===== config.mk =====
export PLATFORM = sky130hd
export DESIGN_NAME = scc_convert_ctrl
export DESIGN_NICKNAME = d
export VERILOG_FILES = /design/src/rtl/scc_pkg.sv /design/src/rtl/scc_pair_if.sv /design/src/rtl/scc_convert_ctrl.sv /design/src/rtl/scc_pair_conv.sv
export SDC_FILE = /design/constraint.sdc
export NUM_CORES = 1
export LEC_CHECK = 0
export BUFFER_PORTS_ARGS = -buffer_cell sky130_fd_sc_hd__buf_2
export CAP_MARGIN = 10
export CORE_MARGIN = 4
export CORE_UTILIZATION = 45
export DETAILED_ROUTE_END_ITERATION = 8
export GPL_TIMING_DRIVEN = 0
export PLACE_DENSITY = 0.71
export SYNTH_ARGS = -nofsm -noshare
export SYNTH_HDL_FRONTEND = slang
export SYNTH_SLANG_ARGS = --single-unit

===== constraint.sdc =====
create_clock -name mclk -period 4 [get_ports mclk]
set_input_delay 0.2 -clock mclk [delete_from_list [all_inputs] [get_ports mclk]]
set_output_delay 0.2 -clock mclk [all_outputs]
set_load 0.03 [all_outputs]

===== src/rtl/scc_pkg.sv =====
// shared constants, types and helpers of the six-channel sample convert control
package scc_pkg;

  // ==========================================================================
  // clocks and times
  localparam int MCLK_PERIOD_NS = 20;
  localparam int CONV_CLK_PERIOD_NS = 200;
  localparam int ACQ_TIME_NS = 800;
  localparam int CONV_TIME_NS = 3200;
  localparam int HOLD_LOW_MIN_NS = 20;
  localparam int HOLD_HIGH_MIN_5V_NS = 15;
  localparam int HOLD_HIGH_MIN_3V_NS = 30;
  // acquisition and conversion counted in converter clock periods
  localparam int ACQ_TICKS = ACQ_TIME_NS / CONV_CLK_PERIOD_NS;
  localparam int CONV_TICKS = CONV_TIME_NS / CONV_CLK_PERIOD_NS;
  localparam int CYCLE_TICKS = ACQ_TICKS + CONV_TICKS;
  // end-of-conversion low for half a converter clock, rounded down, at least one cycle
  localparam int EOC_LOW_NS = CONV_CLK_PERIOD_NS / 2;
  localparam int EOC_CYCLES = (EOC_LOW_NS / MCLK_PERIOD_NS) < 1 ? 1 : (EOC_LOW_NS / MCLK_PERIOD_NS);

  // ==========================================================================
  // widths, codes, reset values
  localparam int NUM_PAIRS = 3;
  localparam int NUM_CHANS = 6;
  localparam int RES_W = 16;
  localparam int LANE_LO = 8;
  localparam logic [2:0] MODE_CYCLE = 3'h6;
  localparam logic [2:0] MODE_FIFO = 3'h7;
  localparam logic [2:0] LAST_CHAN = 3'h5;
  localparam logic [15:0] RESULT_RST = 16'h0000;
  localparam logic [2:0] FIFO_DEPTH = 3'h6;

  typedef enum logic [2:0] {
    PH_SAMPLE = 3'b001,
    PH_CONVERT = 3'b010,
    PH_ACQUIRE = 3'b100
  } scc_phase_t;

  // ==========================================================================
  // helpers
  function automatic logic scc_last_tick(input logic [4:0] cnt, input int n);
    return cnt == 5'(n - 1);
  endfunction

  // half-word select: upper byte moves down to the low bus lines
  function automatic logic [15:0] scc_lane(input logic [15:0] w, input logic upper);
    return upper ? {8'h00, w[RES_W-1:LANE_LO]} : w;
  endfunction

endpackage


===== src/rtl/scc_pair_if.sv =====
// link between the read/timing control and one channel pair converter
`timescale 1ns/10ps
interface scc_pair_if;
  logic holdFall;
  logic convTick;
  logic [1:0][15:0] sampleIn;
  logic [1:0][15:0] result;
  logic done;
  logic sampling;
  modport ctrl (output holdFall, output convTick, output sampleIn, input result, input done, input sampling);
  modport conv (input holdFall, input convTick, input sampleIn, output result, output done, output sampling);
endinterface


===== src/rtl/scc_convert_ctrl.sv =====
// six-channel simultaneous sampling convert control: hold inputs, timing, result readout
// Operation
// [RULE_01] six inputs form three pairs, each with its own active-low hold request.
// [RULE_02] host holds a pair's hold request low at least 20 ns to start.
// [RULE_03] falling hold request freezes both stages of its pair and starts conversion.
// [RULE_04] hold requests asserted together sample two, four or six channels at once.
// [RULE_05] sample is taken at the hold falling edge, aperture typically 5 ns.
// [RULE_06] host keeps released hold high 15 ns at 5 V or 30 ns at 3 V.
// [RULE_07] latching a result pulses conversion done low for half a converter clock.
// [RULE_08] at 5 MHz conversion takes 3.2 us and acquisition 0.8 us.
// [RULE_09] host reads a result by driving read strobe and chip select low.
// [RULE_10] reads of the previous result may overlap the next conversion.
// [RULE_11] half-word select low drives all sixteen result bits onto the bus.
// [RULE_12] half-word select high puts result bits 15 to 8 on lines 7 to 0.
// [RULE_13] half-word select is asynchronous; bus follows it while read stays low.
// [RULE_14] acquisition plus conversion take twenty converter clock periods.
// [RULE_15] reset clears results, aborts conversions and closes the sampling switches.
// [RULE_16] mode select picks a direct channel, a cycle, or hold-ordered FIFO readout.
// [RULE_17] after a result latches the pair returns to sampling for the next acquisition.
`timescale 1ns/10ps
module scc_convert_ctrl
  import scc_pkg::*;
(
  input wire logic mclk,
  input wire logic nrst,
  input wire logic convClk,
  input wire logic pairAHoldReqN,
  input wire logic pairBHoldReqN,
  input wire logic pairCHoldReqN,
  input wire logic [5:0][15:0] chanData,
  input wire logic readN,
  input wire logic chipSelN,
  input wire logic byteSel,
  input wire logic modeSelect0,
  input wire logic modeSelect1,
  input wire logic modeSelect2,
  output logic [15:0] busLineOut,
  output logic busLineOe,
  output logic convDoneN,
  output logic [2:0] pairSampling
);

  typedef struct packed {
    logic [2:0] holdS1;
    logic [2:0] holdS2;
    logic [2:0] holdPrev;
    logic convS1;
    logic convS2;
    logic convPrev;
    logic rdS1;
    logic rdS2;
    logic csS1;
    logic csS2;
    logic byteS1;
    logic byteS2;
    logic [2:0] modeS1;
    logic [2:0] modeS2;
    logic [5:0][15:0] chanS1;
    logic [5:0][15:0] chanS2;
    logic readPrev;
    logic [2:0] cyclePtr;
    logic [5:0][2:0] fifoIdx;
    logic [2:0] fifoCnt;
    logic [2:0] eocCnt;
    logic eocN;
    logic [15:0] busData;
    logic busOe;
  } scc_top_state_t;

  scc_top_state_t st;
  scc_top_state_t next_st;
  logic [2:0] holdFall;
  logic convTick;
  logic rdActive;
  logic readEnd;
  logic [2:0] selIdx;
  logic [15:0] selWord;
  logic [2:0] doneVec;
  logic [5:0][15:0] results;

  // ==========================================================================
  // edge detection on synchronised pins (second stage only)
  // [RULE_05] sample on hold fall
  assign holdFall = st.holdPrev & ~st.holdS2;
  assign convTick = st.convS2 & ~st.convPrev;
  // [RULE_09] read needs both strobes
  assign rdActive = !st.rdS2 && !st.csS2;
  assign readEnd = st.readPrev && !rdActive;

  // [RULE_16] channel picked by mode
  assign selIdx = (st.modeS2 == MODE_CYCLE) ? st.cyclePtr : (st.modeS2 == MODE_FIFO) ? st.fifoIdx[0] : st.modeS2;
  assign selWord = (st.modeS2 == MODE_FIFO && st.fifoCnt == 3'h0) ? RESULT_RST
                   : (selIdx > LAST_CHAN) ? RESULT_RST : results[selIdx];

  // ==========================================================================
  // three pair sequencers, one shared converter clock tick
  scc_pair_if pairLink[NUM_PAIRS] ();

  for (genvar g = 0; g < NUM_PAIRS; g++) begin : gPair
    // [RULE_01] one hold line per pair
    // [RULE_04] common tick and hold path
    assign pairLink[g].holdFall = holdFall[g];
    assign pairLink[g].convTick = convTick;
    assign pairLink[g].sampleIn = st.chanS2[2*g+1 -: 2];
    assign results[2*g+1 -: 2] = pairLink[g].result;
    assign doneVec[g] = pairLink[g].done;
    assign pairSampling[g] = pairLink[g].sampling;

    scc_pair_conv uConv (
      .mclk(mclk),
      .nrst(nrst),
      .link(pairLink[g])
    );
  end

  // ==========================================================================
  // synchronisers, readout pointers, fifo of channel order and end-of-conversion
  always_comb begin
    next_st = st;
    next_st.holdS1 = {pairCHoldReqN, pairBHoldReqN, pairAHoldReqN};
    next_st.holdS2 = st.holdS1;
    next_st.holdPrev = st.holdS2;
    next_st.convS1 = convClk;
    next_st.convS2 = st.convS1;
    next_st.convPrev = st.convS2;
    next_st.rdS1 = readN;
    next_st.rdS2 = st.rdS1;
    next_st.csS1 = chipSelN;
    next_st.csS2 = st.csS1;
    next_st.byteS1 = byteSel;
    next_st.byteS2 = st.byteS1;
    next_st.modeS1 = {modeSelect2, modeSelect1, modeSelect0};
    next_st.modeS2 = st.modeS1;
    next_st.chanS1 = chanData;
    next_st.chanS2 = st.chanS1;
    next_st.readPrev = rdActive;

    // [RULE_16] cycle and fifo advance when a read ends
    if (readEnd && st.modeS2 == MODE_CYCLE) begin
      next_st.cyclePtr = (st.cyclePtr == LAST_CHAN) ? 3'h0 : st.cyclePtr + 3'h1;
    end
    if (readEnd && st.modeS2 == MODE_FIFO && st.fifoCnt != 3'h0) begin
      next_st.fifoIdx = st.fifoIdx >> 3;
      next_st.fifoCnt = st.fifoCnt - 3'h1;
    end
    // pairs push in A, B, C order; a full queue drops the newer entries
    for (int p = 0; p < NUM_PAIRS; p++) begin
      for (int k = 0; k < 2; k++) begin
        if (doneVec[p] && next_st.fifoCnt < FIFO_DEPTH) begin
          next_st.fifoIdx[next_st.fifoCnt] = 3'(2 * p + k);
          next_st.fifoCnt = next_st.fifoCnt + 3'h1;
        end
      end
    end

    // [RULE_07] done pulse width
    // a later pair restarts the count: one merged pulse rather than two that could touch
    if (|doneVec) begin
      next_st.eocCnt = 3'(EOC_CYCLES);
    end else if (st.eocCnt != 3'h0) begin
      next_st.eocCnt = st.eocCnt - 3'h1;
    end
    next_st.eocN = (next_st.eocCnt == 3'h0);

    // [RULE_10] reads never wait on conversions
    // [RULE_11] full word or upper byte, refreshed every cycle of a read
    // [RULE_13] lane follows select mid-read
    // [RULE_12] upper byte to low lines
    next_st.busOe = rdActive;
    next_st.busData = rdActive ? scc_lane(selWord, st.byteS2) : st.busData;
  end

  // [RULE_15] reset clears outputs and queue
  always_ff @(posedge mclk) begin
    if (!nrst) begin
      st <= '{holdS1: 3'h7, holdS2: 3'h7, holdPrev: 3'h7, convS1: 1'b0, convS2: 1'b0, convPrev: 1'b0,
              rdS1: 1'b1, rdS2: 1'b1, csS1: 1'b1, csS2: 1'b1, byteS1: 1'b0, byteS2: 1'b0,
              modeS1: 3'h0, modeS2: 3'h0, chanS1: '0, chanS2: '0, readPrev: 1'b0, cyclePtr: 3'h0,
              fifoIdx: '0, fifoCnt: 3'h0, eocCnt: 3'h0, eocN: 1'b1, busData: RESULT_RST, busOe: 1'b0};
    end else begin
      st <= next_st;
    end
  end

  // outputs straight from flip-flops; data keeps the last word once the read ends
  assign busLineOut = st.busData;
  assign busLineOe = st.busOe;
  assign convDoneN = st.eocN;
endmodule // scc_convert_ctrl


===== src/rtl/scc_pair_conv.sv =====
// hold, conversion and acquisition sequencer of one channel pair
`timescale 1ns/10ps
module scc_pair_conv
  import scc_pkg::*;
(
  input wire logic mclk,
  input wire logic nrst,
  scc_pair_if.conv link
);

  typedef struct packed {
    scc_phase_t phase;
    logic [4:0] tickCnt;
    logic [1:0][15:0] held;
    logic [1:0][15:0] result;
    logic done;
  } scc_pair_state_t;

  scc_pair_state_t st;
  scc_pair_state_t next_st;

  // ==========================================================================
  // sequencer
  always_comb begin
    next_st = st;
    next_st.done = 1'b0;
    case (st.phase)
      // [RULE_03] hold both stages
      PH_SAMPLE, PH_ACQUIRE: begin
        if (link.holdFall) begin
          next_st.held = link.sampleIn;
          next_st.tickCnt = 5'h00;
          next_st.phase = PH_CONVERT;
        end else if (st.phase == PH_ACQUIRE && link.convTick) begin
          // [RULE_14] acquisition closes cycle
          if (scc_last_tick(st.tickCnt, ACQ_TICKS)) begin
            next_st.phase = PH_SAMPLE;
          end else begin
            next_st.tickCnt = st.tickCnt + 5'h01;
          end
        end
      end
      // [RULE_08] sixteen-period conversion
      PH_CONVERT: begin
        if (link.convTick) begin
          if (scc_last_tick(st.tickCnt, CONV_TICKS)) begin
            next_st.result = st.held;
            next_st.done = 1'b1;
            // [RULE_17] back to sampling
            next_st.phase = PH_ACQUIRE;
            next_st.tickCnt = 5'h00;
          end else begin
            next_st.tickCnt = st.tickCnt + 5'h01;
          end
        end
      end
      default: next_st.phase = PH_SAMPLE;
    endcase
  end

  // [RULE_15] reset aborts and samples
  always_ff @(posedge mclk) begin
    if (!nrst) begin
      st <= '{phase: PH_SAMPLE, tickCnt: 5'h00, held: {RESULT_RST, RESULT_RST},
              result: {RESULT_RST, RESULT_RST}, done: 1'b0};
    end else begin
      st <= next_st;
    end
  end

  // switch is closed whenever the pair is not converting
  assign link.sampling = (st.phase != PH_CONVERT);
  assign link.result = st.result;
  assign link.done = st.done;
endmodule // scc_pair_conv


# After elaboration in Yosys (flattened, before gate mapping)
# Cells that the tools add are included.
# classes
addsub,12
n_mul,0
n_div,0
n_lt_le_gt_ge,20
n_eq_ne,36
n_shift,0
n_mux,59
bitwise,21
n_reduce_logical,50
# op_table
cell,n
$mux W21,7
$mux W8,9
$mux W16,4
$demux W3 S3,6
$mux W3,17
$bmux W16 S3,1
$and A12 B12 Y12,3
$not A12 Y12,3
$mux W5,6
$pmux W5 S2,3
$lt A3 B4 Y1 const B,7
$ne A3 B2 Y1 const B,9
$or A12 B12 Y12,2
$reduce_and A4 Y1,6
$add A3 B1 Y3 const B,7
$logic_and A1 B1 Y1,21
$and A18 B18 Y18,1
$eq A3 B3 Y1 const B,6
$ge A3 B1 Y1 const B,6
$lt A3 B3 Y1 const B,6
$not A18 Y18,1
$or A6 B6 Y6,3
$pmux W3 S2,3
$reduce_and A3 Y1,6
other kinds (24),55
# word_totals
ff_bits,480
latchBits,0
ram_bits,0
romBits,0
inputBits,108
out_inout_bits,21
wordCells,257
mem_count,0

# Logic depth before layout (Yosys ltp)
# logic_depth
depth_word,49
depth_mapped,17
mapped_depth_nobuf,14

# Cells and area by module
# From an unflattened synthesis, not the netlist that was laid out.
# unflattened
cells_unflattened,2112
hier_area_um2,18770.5
# modules_own_cells
module,instances,cells_per_inst,area_per_inst_um2,seq_area_each_um2
scc_convert_ctrl,1,1005,9867.0,5225.0
scc_pair_conv,3,369,2967.8,1461.4

# Worst setup path before layout
# OpenSTA, ideal clock, no wires.
# synth_timing
path_kind,reg-to-reg
start,reg st[22] (netlist bit)
end,reg st[41] (netlist bit)
setup_ns,0.120
arrival_ns,3.409
t_required_ns,3.880
setup_slack_ns,0.472
stages_incl_launch_ff,16
n_path_buf,2
cell_sequence,dfxtp_1 -> buf_2 -> inv_1 -> ha_1 -> buf_2 -> nor4_4 -> nor2_2 -> a22o_1 -> a221oi_4 -> ha_1 -> and2_1 -> o31a_1 -> a21o_1 -> a21oi_1 -> and2_1 -> o31a_1
# synth_between
elab_chain_cells,24
word_cells_on_any_way,67
cone_classes,6 x add/sub; 18 x order compare; 19 x mux; 10 x bitwise; 14 x reduce/logical
# synth_rtl
element,line,text
from (decl),scc_convert_ctrl.sv:70,scc_top_state_t st;
from (signal assigned),scc_convert_ctrl.sv:176,"st <= '{holdS1: 3'h7, holdS2: 3'h7, holdPrev: 3'h7, convS1: 1'b0, convS2: 1'b0, convPrev: 1'b0,"
from (signal assigned),scc_convert_ctrl.sv:181,st <= next_st;
"parallel branches: the longest is 2 deep, another holds $sub A3 B1 Y3",n/a,
$mux W21 (*),scc_convert_ctrl.sv:142,if (readEnd && st.modeS2 == MODE_FIFO && st.fifoCnt != 3'h0) begin
$lt A3 B3 Y1,scc_convert_ctrl.sv:149,if (doneVec[p] && next_st.fifoCnt < FIFO_DEPTH) begin
$logic_and A1 B1 Y1,scc_convert_ctrl.sv:149,
$mux W21 (*),scc_convert_ctrl.sv:149,
$lt A3 B3 Y1,scc_convert_ctrl.sv:149,
$logic_and A1 B1 Y1,scc_convert_ctrl.sv:149,
$mux W21 (*),scc_convert_ctrl.sv:149,
[... 7 more ...],n/a,
$logic_and A1 B1 Y1,scc_convert_ctrl.sv:149,
$mux W21 (*),scc_convert_ctrl.sv:149,
$lt A3 B4 Y1 (not written as such) or $ge A3 B1 Y1 (tied branches),scc_convert_ctrl.sv:150,next_st.fifoIdx[next_st.fifoCnt] = 3'(2 * p + k);
$logic_and A1 B1 Y1 (not written as such),scc_convert_ctrl.sv:150,
$mux W3 (not written as such),scc_convert_ctrl.sv:150,
$demux W3 S3,scc_convert_ctrl.sv:150,
$or A12 B12 Y12 (no source line),n/a,
$mux W21 (*),scc_convert_ctrl.sv:149,
# Mark *: on every way between the ends.
# A chain may end at the register's enable or synchronous reset.

# Worst setup path in the final report
# layout_timing
start,reg st[22] (netlist bit)
end,reg st[24] (netlist bit)
# layout_between
elab_chain_cells,24
word_cells_on_any_way,66
cone_classes,6 x add/sub; 18 x order compare; 19 x mux; 9 x bitwise; 14 x reduce/logical
# layout_rtl
element,line
"parallel branches: the longest is 2 deep, another holds $sub A3 B1 Y3",n/a
$mux W21 (*),scc_convert_ctrl.sv:142
$lt A3 B3 Y1,scc_convert_ctrl.sv:149
$logic_and A1 B1 Y1,scc_convert_ctrl.sv:149
$mux W21 (*),scc_convert_ctrl.sv:149
$lt A3 B3 Y1,scc_convert_ctrl.sv:149
$logic_and A1 B1 Y1,scc_convert_ctrl.sv:149
$mux W21 (*),scc_convert_ctrl.sv:149
[... 7 more ...],n/a
$logic_and A1 B1 Y1 (on tied branches),"scc_convert_ctrl.sv:149, scc_convert_ctrl.sv:150"
$mux W21 (*),scc_convert_ctrl.sv:149
"$lt A3 B4 Y1 (not written as such), or another cell as far along",scc_convert_ctrl.sv:150
$logic_and A1 B1 Y1 (not written as such) or $not A12 Y12 (tied branches),n/a
$mux W3 (not written as such) or $and A12 B12 Y12 (tied branches),n/a
$demux W3 S3 or $mux W21 (tied branches),"scc_convert_ctrl.sv:150, scc_convert_ctrl.sv:149"
$or A12 B12 Y12 (no source line),n/a
$mux W21 (*),scc_convert_ctrl.sv:149
# Marked as above.

==> impl_metrics.json <==
{
  "grt_max_degree": 15,
  "synth_cells": 2029,
  "worstMarginPinSlew_ns": 1.12,
  "ys_seq_elements": 480,
  "crit_type": "flip-flop to flip-flop",
  "final_common_cell": "nand2_1",
  "fin_crit_ns": 3.84,
  "cts_inserted_buffers": 49,
  "tns_ns": 0,
  "die_w_um": 209,
  "power.share.clock_pct": 46.7,
  "cts_tree": "built",
  "final_nets": 2440,
  "cp.arrival_ns": 4.35,
  "finalHoldViolations": 0,
  "synthTopCellsByArea": "dfxtp_1, nand2_1, and2_1, a21boi_0, a21oi_1",
  "synthArstFlopShare_pct": 0,
  "setup_viol": 0,
  "place_congestion": 0.938,
  "p_int_mw": 8.11,
  "core_area_um2": 39800,
  "crit_required_ns": 4.50,
  "finalCoreUtilization_pct": 56.1,
  "clkTransAtPathRegs_ns": 0.06,
  "grt_usage_pct": 21.4,
  "placedCellCount": 2681,
  "start_util_pct": 45.7,
  "crit_fanout": 9,
  "rows": 73,
  "via_per_inst": 5.13,
  "synth_top_area_share_pct": 52.8,
  "drc_errors": 0,
  "drt-pass1-iter-count": 7,
  "switching_share_pct": 21.3,
  "ys_seq_area_share_pct": 52.8,
  "syn_nets": 2152,
  "leakage_nw": 8.52,
  "drv_cap": 0,
  "power_switching_mw": 2.20,
  "antenna_found_initial": 1,
  "ios": 129,
  "cp-start-kind": "flip-flop",
  "avgSynthCellArea_um2": 8.96,
  "synth_edf_count": 0,
  "status": "finished clean",
  "grt_pass1_vias": 14521,
  "ant_nets": 0,
  "skew_ns": 0.0209,
  "cts.sinks": 480,
  "root_buffer": "clkbuf_16",
  "crit_path_end_kind": "flip-flop",
  "hp-class": "input port to flip-flop",
  "vias": 14774,
  "timing.slew.headroom_pct": 25.2,
  "fmax_mhz": 260,
  "yosysWarnings": 0,
  "die_h_um": 209,
  "area_growth_pct": 22.9,
  "p_comb_share_pct": 5.1,
  "ys_types": 86,
  "stdcell_count": 2882,
  "netlist_area_um2": 18200,
  "seqPwrFrac_pct": 48.2,
  "finalMaxSlewViolations": 0,
  "port_buffers": 127,
  "drt_iter0_markers": 1014,
  "wl_um": 48100,
  "clkLatencyLatePin_ns": 0.59,
  "yosysTopAreaCell": "dfxtp_1",
  "htree_levels": 2,
  "powerDensity_nw_per_um2": 461,
  "drive_above_1_share_pct": 12.3,
  "wl_per_cell_um": 16.7,
  "synthFlopType": "dfxtp_1",
  "grt_pass1_wl_um": 75800,
  "dp.final_hpwl_um": 34600,
  "grt-ovfl-total": 0,
  "clk_path_buf_depth": 3,
  "diodes": 0,
  "finalCritPeriodShare_pct": 96.0,
  "die_area_um2": 43700,
  "vdd_drop_max_uv": 350,
  "layout_common_cells": "nand2_1, dfxtp_1, and2_1, buf_2, a21oi_1"
}
-- repair_timing --
action | 4_1_cts | 5_1_grt
pin swaps | 1 | 1
hold endpoints to repair | 106 | 0
hold buffers | 106 | 0
setup endpoints to repair | 5 | 13
setup buffers | 0 | 4
gates resized for setup | 2 | 7
-- metrics by stage --
step / power (mW) / setup WS (ns) / area, um2 / hold slack, ns
2_1_floorplan: 5.33 / 0.472 / 18200 / 0.301
3_3_place_gp: 5.49 / -0.149 / 19500 / 0.388
3_5_place_dp: 5.51 / -0.122 / 19500 / 0.387
4_1_cts: 10.4 / 0.0716 / 22300 / 0.312
5_1_grt: 10.7 / -0.0185 / 22300 / 0.336
6_report: 10.3 / 0.159 / 22300 / 0.339
-- layer usage --
metal	wire, um	vias to the layer above	part of all wire (%)	GRT usage, %
li1	-	7288	-	-
met1	20700	6913	43	28.1
met2	22500	460	47	35.8
met3	3160	113	6.6	3.53
met4	1720	0	3.6	8.03
met5	0	-	0	0
-- cells by family after synthesis --
group | Yosys count | synth area share [%]
multiplexers | 34 | 2.50
flip-flops | 480 | 52.8
buffers and inverters | 172 | 4.11
XOR/XNOR | 22 | 1.14
AO/OA/AOI/OAI | 392 | 14.7
AND/OR/NAND/NOR | 914 | 23.7
adder cells (fa/ha/maj) | 15 | 1.03
-- state kept, by name (all words and copies together) (netlist names) --
| name | flops |
|---|---|
| gPair.uConv.link.result | 96 |
| st | 37 |
| gPair.uConv.st | 120 |
| busLineOut | 16 |
| gPair.uConv.link.done | 3 |
| busLineOe | 1 |
| pairLink.sampleIn | 96 |
| convDoneN | 1 |
| next_st | 110 |
-- worst max-delay path: stages, from the launching register on --
cell	delay [ns]
dfxtp_1	0.30
buf_2	0.23
clkinvlp_4	0.17
ha_1	0.28
buf_2	0.19
nor4_4	0.38
nor2_2	0.16
a22o_1	0.28
a221oi_4	0.40
ha_4	0.25
and2_1	0.17
o31a_1	0.17
a21o_1	0.20
o21a_1	0.32
nand3_1	0.14
o31ai_1	0.12
-- worst paths after layout --
kind           startpoint  endpoint  slack, ns  depth (start not counted)
min reg2reg  next_st[246]   st[246]       0.40                          1
min                  nrst   st[246]       0.34                          3
max                st[22]    st[24]       0.16                         15
max reg2reg        st[22]    st[24]       0.16                         15
-- final cells by class --
type | instances | area (um2)
repair buffers | 237 | 1730
fillers | 3614 | 17500
plain buffers | 146 | 651
inverters | 26 | 101
flip-flops and latches | 480 | 9610
clock inverters | 18 | 300
clock buffers | 73 | 1440
multi-input cells | 1377 | 7870
well taps | 525 | 657
-- Yosys cell counts, types with 4 or more instances --
| cell type | n |
|---|---|
| nand2_1 | 504 |
| dfxtp_1 | 480 |
| and2_1 | 212 |
| a21oi_1 | 132 |
| clkbuf_1 | 109 |
| a21boi_0 | 98 |
| nor2_1 | 77 |
| o21ai_0 | 41 |
| nand3_1 | 35 |
| inv_1 | 25 |
| mux2i_1 | 23 |
| buf_4 | 22 |
| nand2b_1 | 21 |
| ha_1 | 15 |
| nor3_1 | 13 |
| nor2b_1 | 12 |
| a22oi_1 | 11 |
| xnor2_1 | 11 |
| a32oi_1 | 10 |
| buf_2 | 10 |
| xor2_1 | 9 |
| mux4_2 | 8 |
| a21o_1 | 7 |
| a2bb2oi_1 | 7 |
| and3_1 | 7 |
| o211ai_1 | 6 |
| a31oi_1 | 5 |
| o21a_1 | 5 |
| o22ai_1 | 5 |
| a211oi_1 | 4 |
| buf_1 | 4 |
| nand3b_1 | 4 |
| o21ai_1 | 4 |
| o311ai_0 | 4 |
| o32ai_1 | 4 |
| or2_2 | 4 |
| or3_1 | 4 |
-- power by group through the flow --
stage	Combinational, mW	Sequential [mW]	Clock, mW
after floorplan	0.274	5.06	0
after global placement	0.425	5.07	0
after detailed placement	0.441	5.07	0
after CTS	0.523	4.97	4.93
after global routing	0.579	4.98	5.12
final	0.521	4.97	4.82
Power figures use the tool's default switching activity.
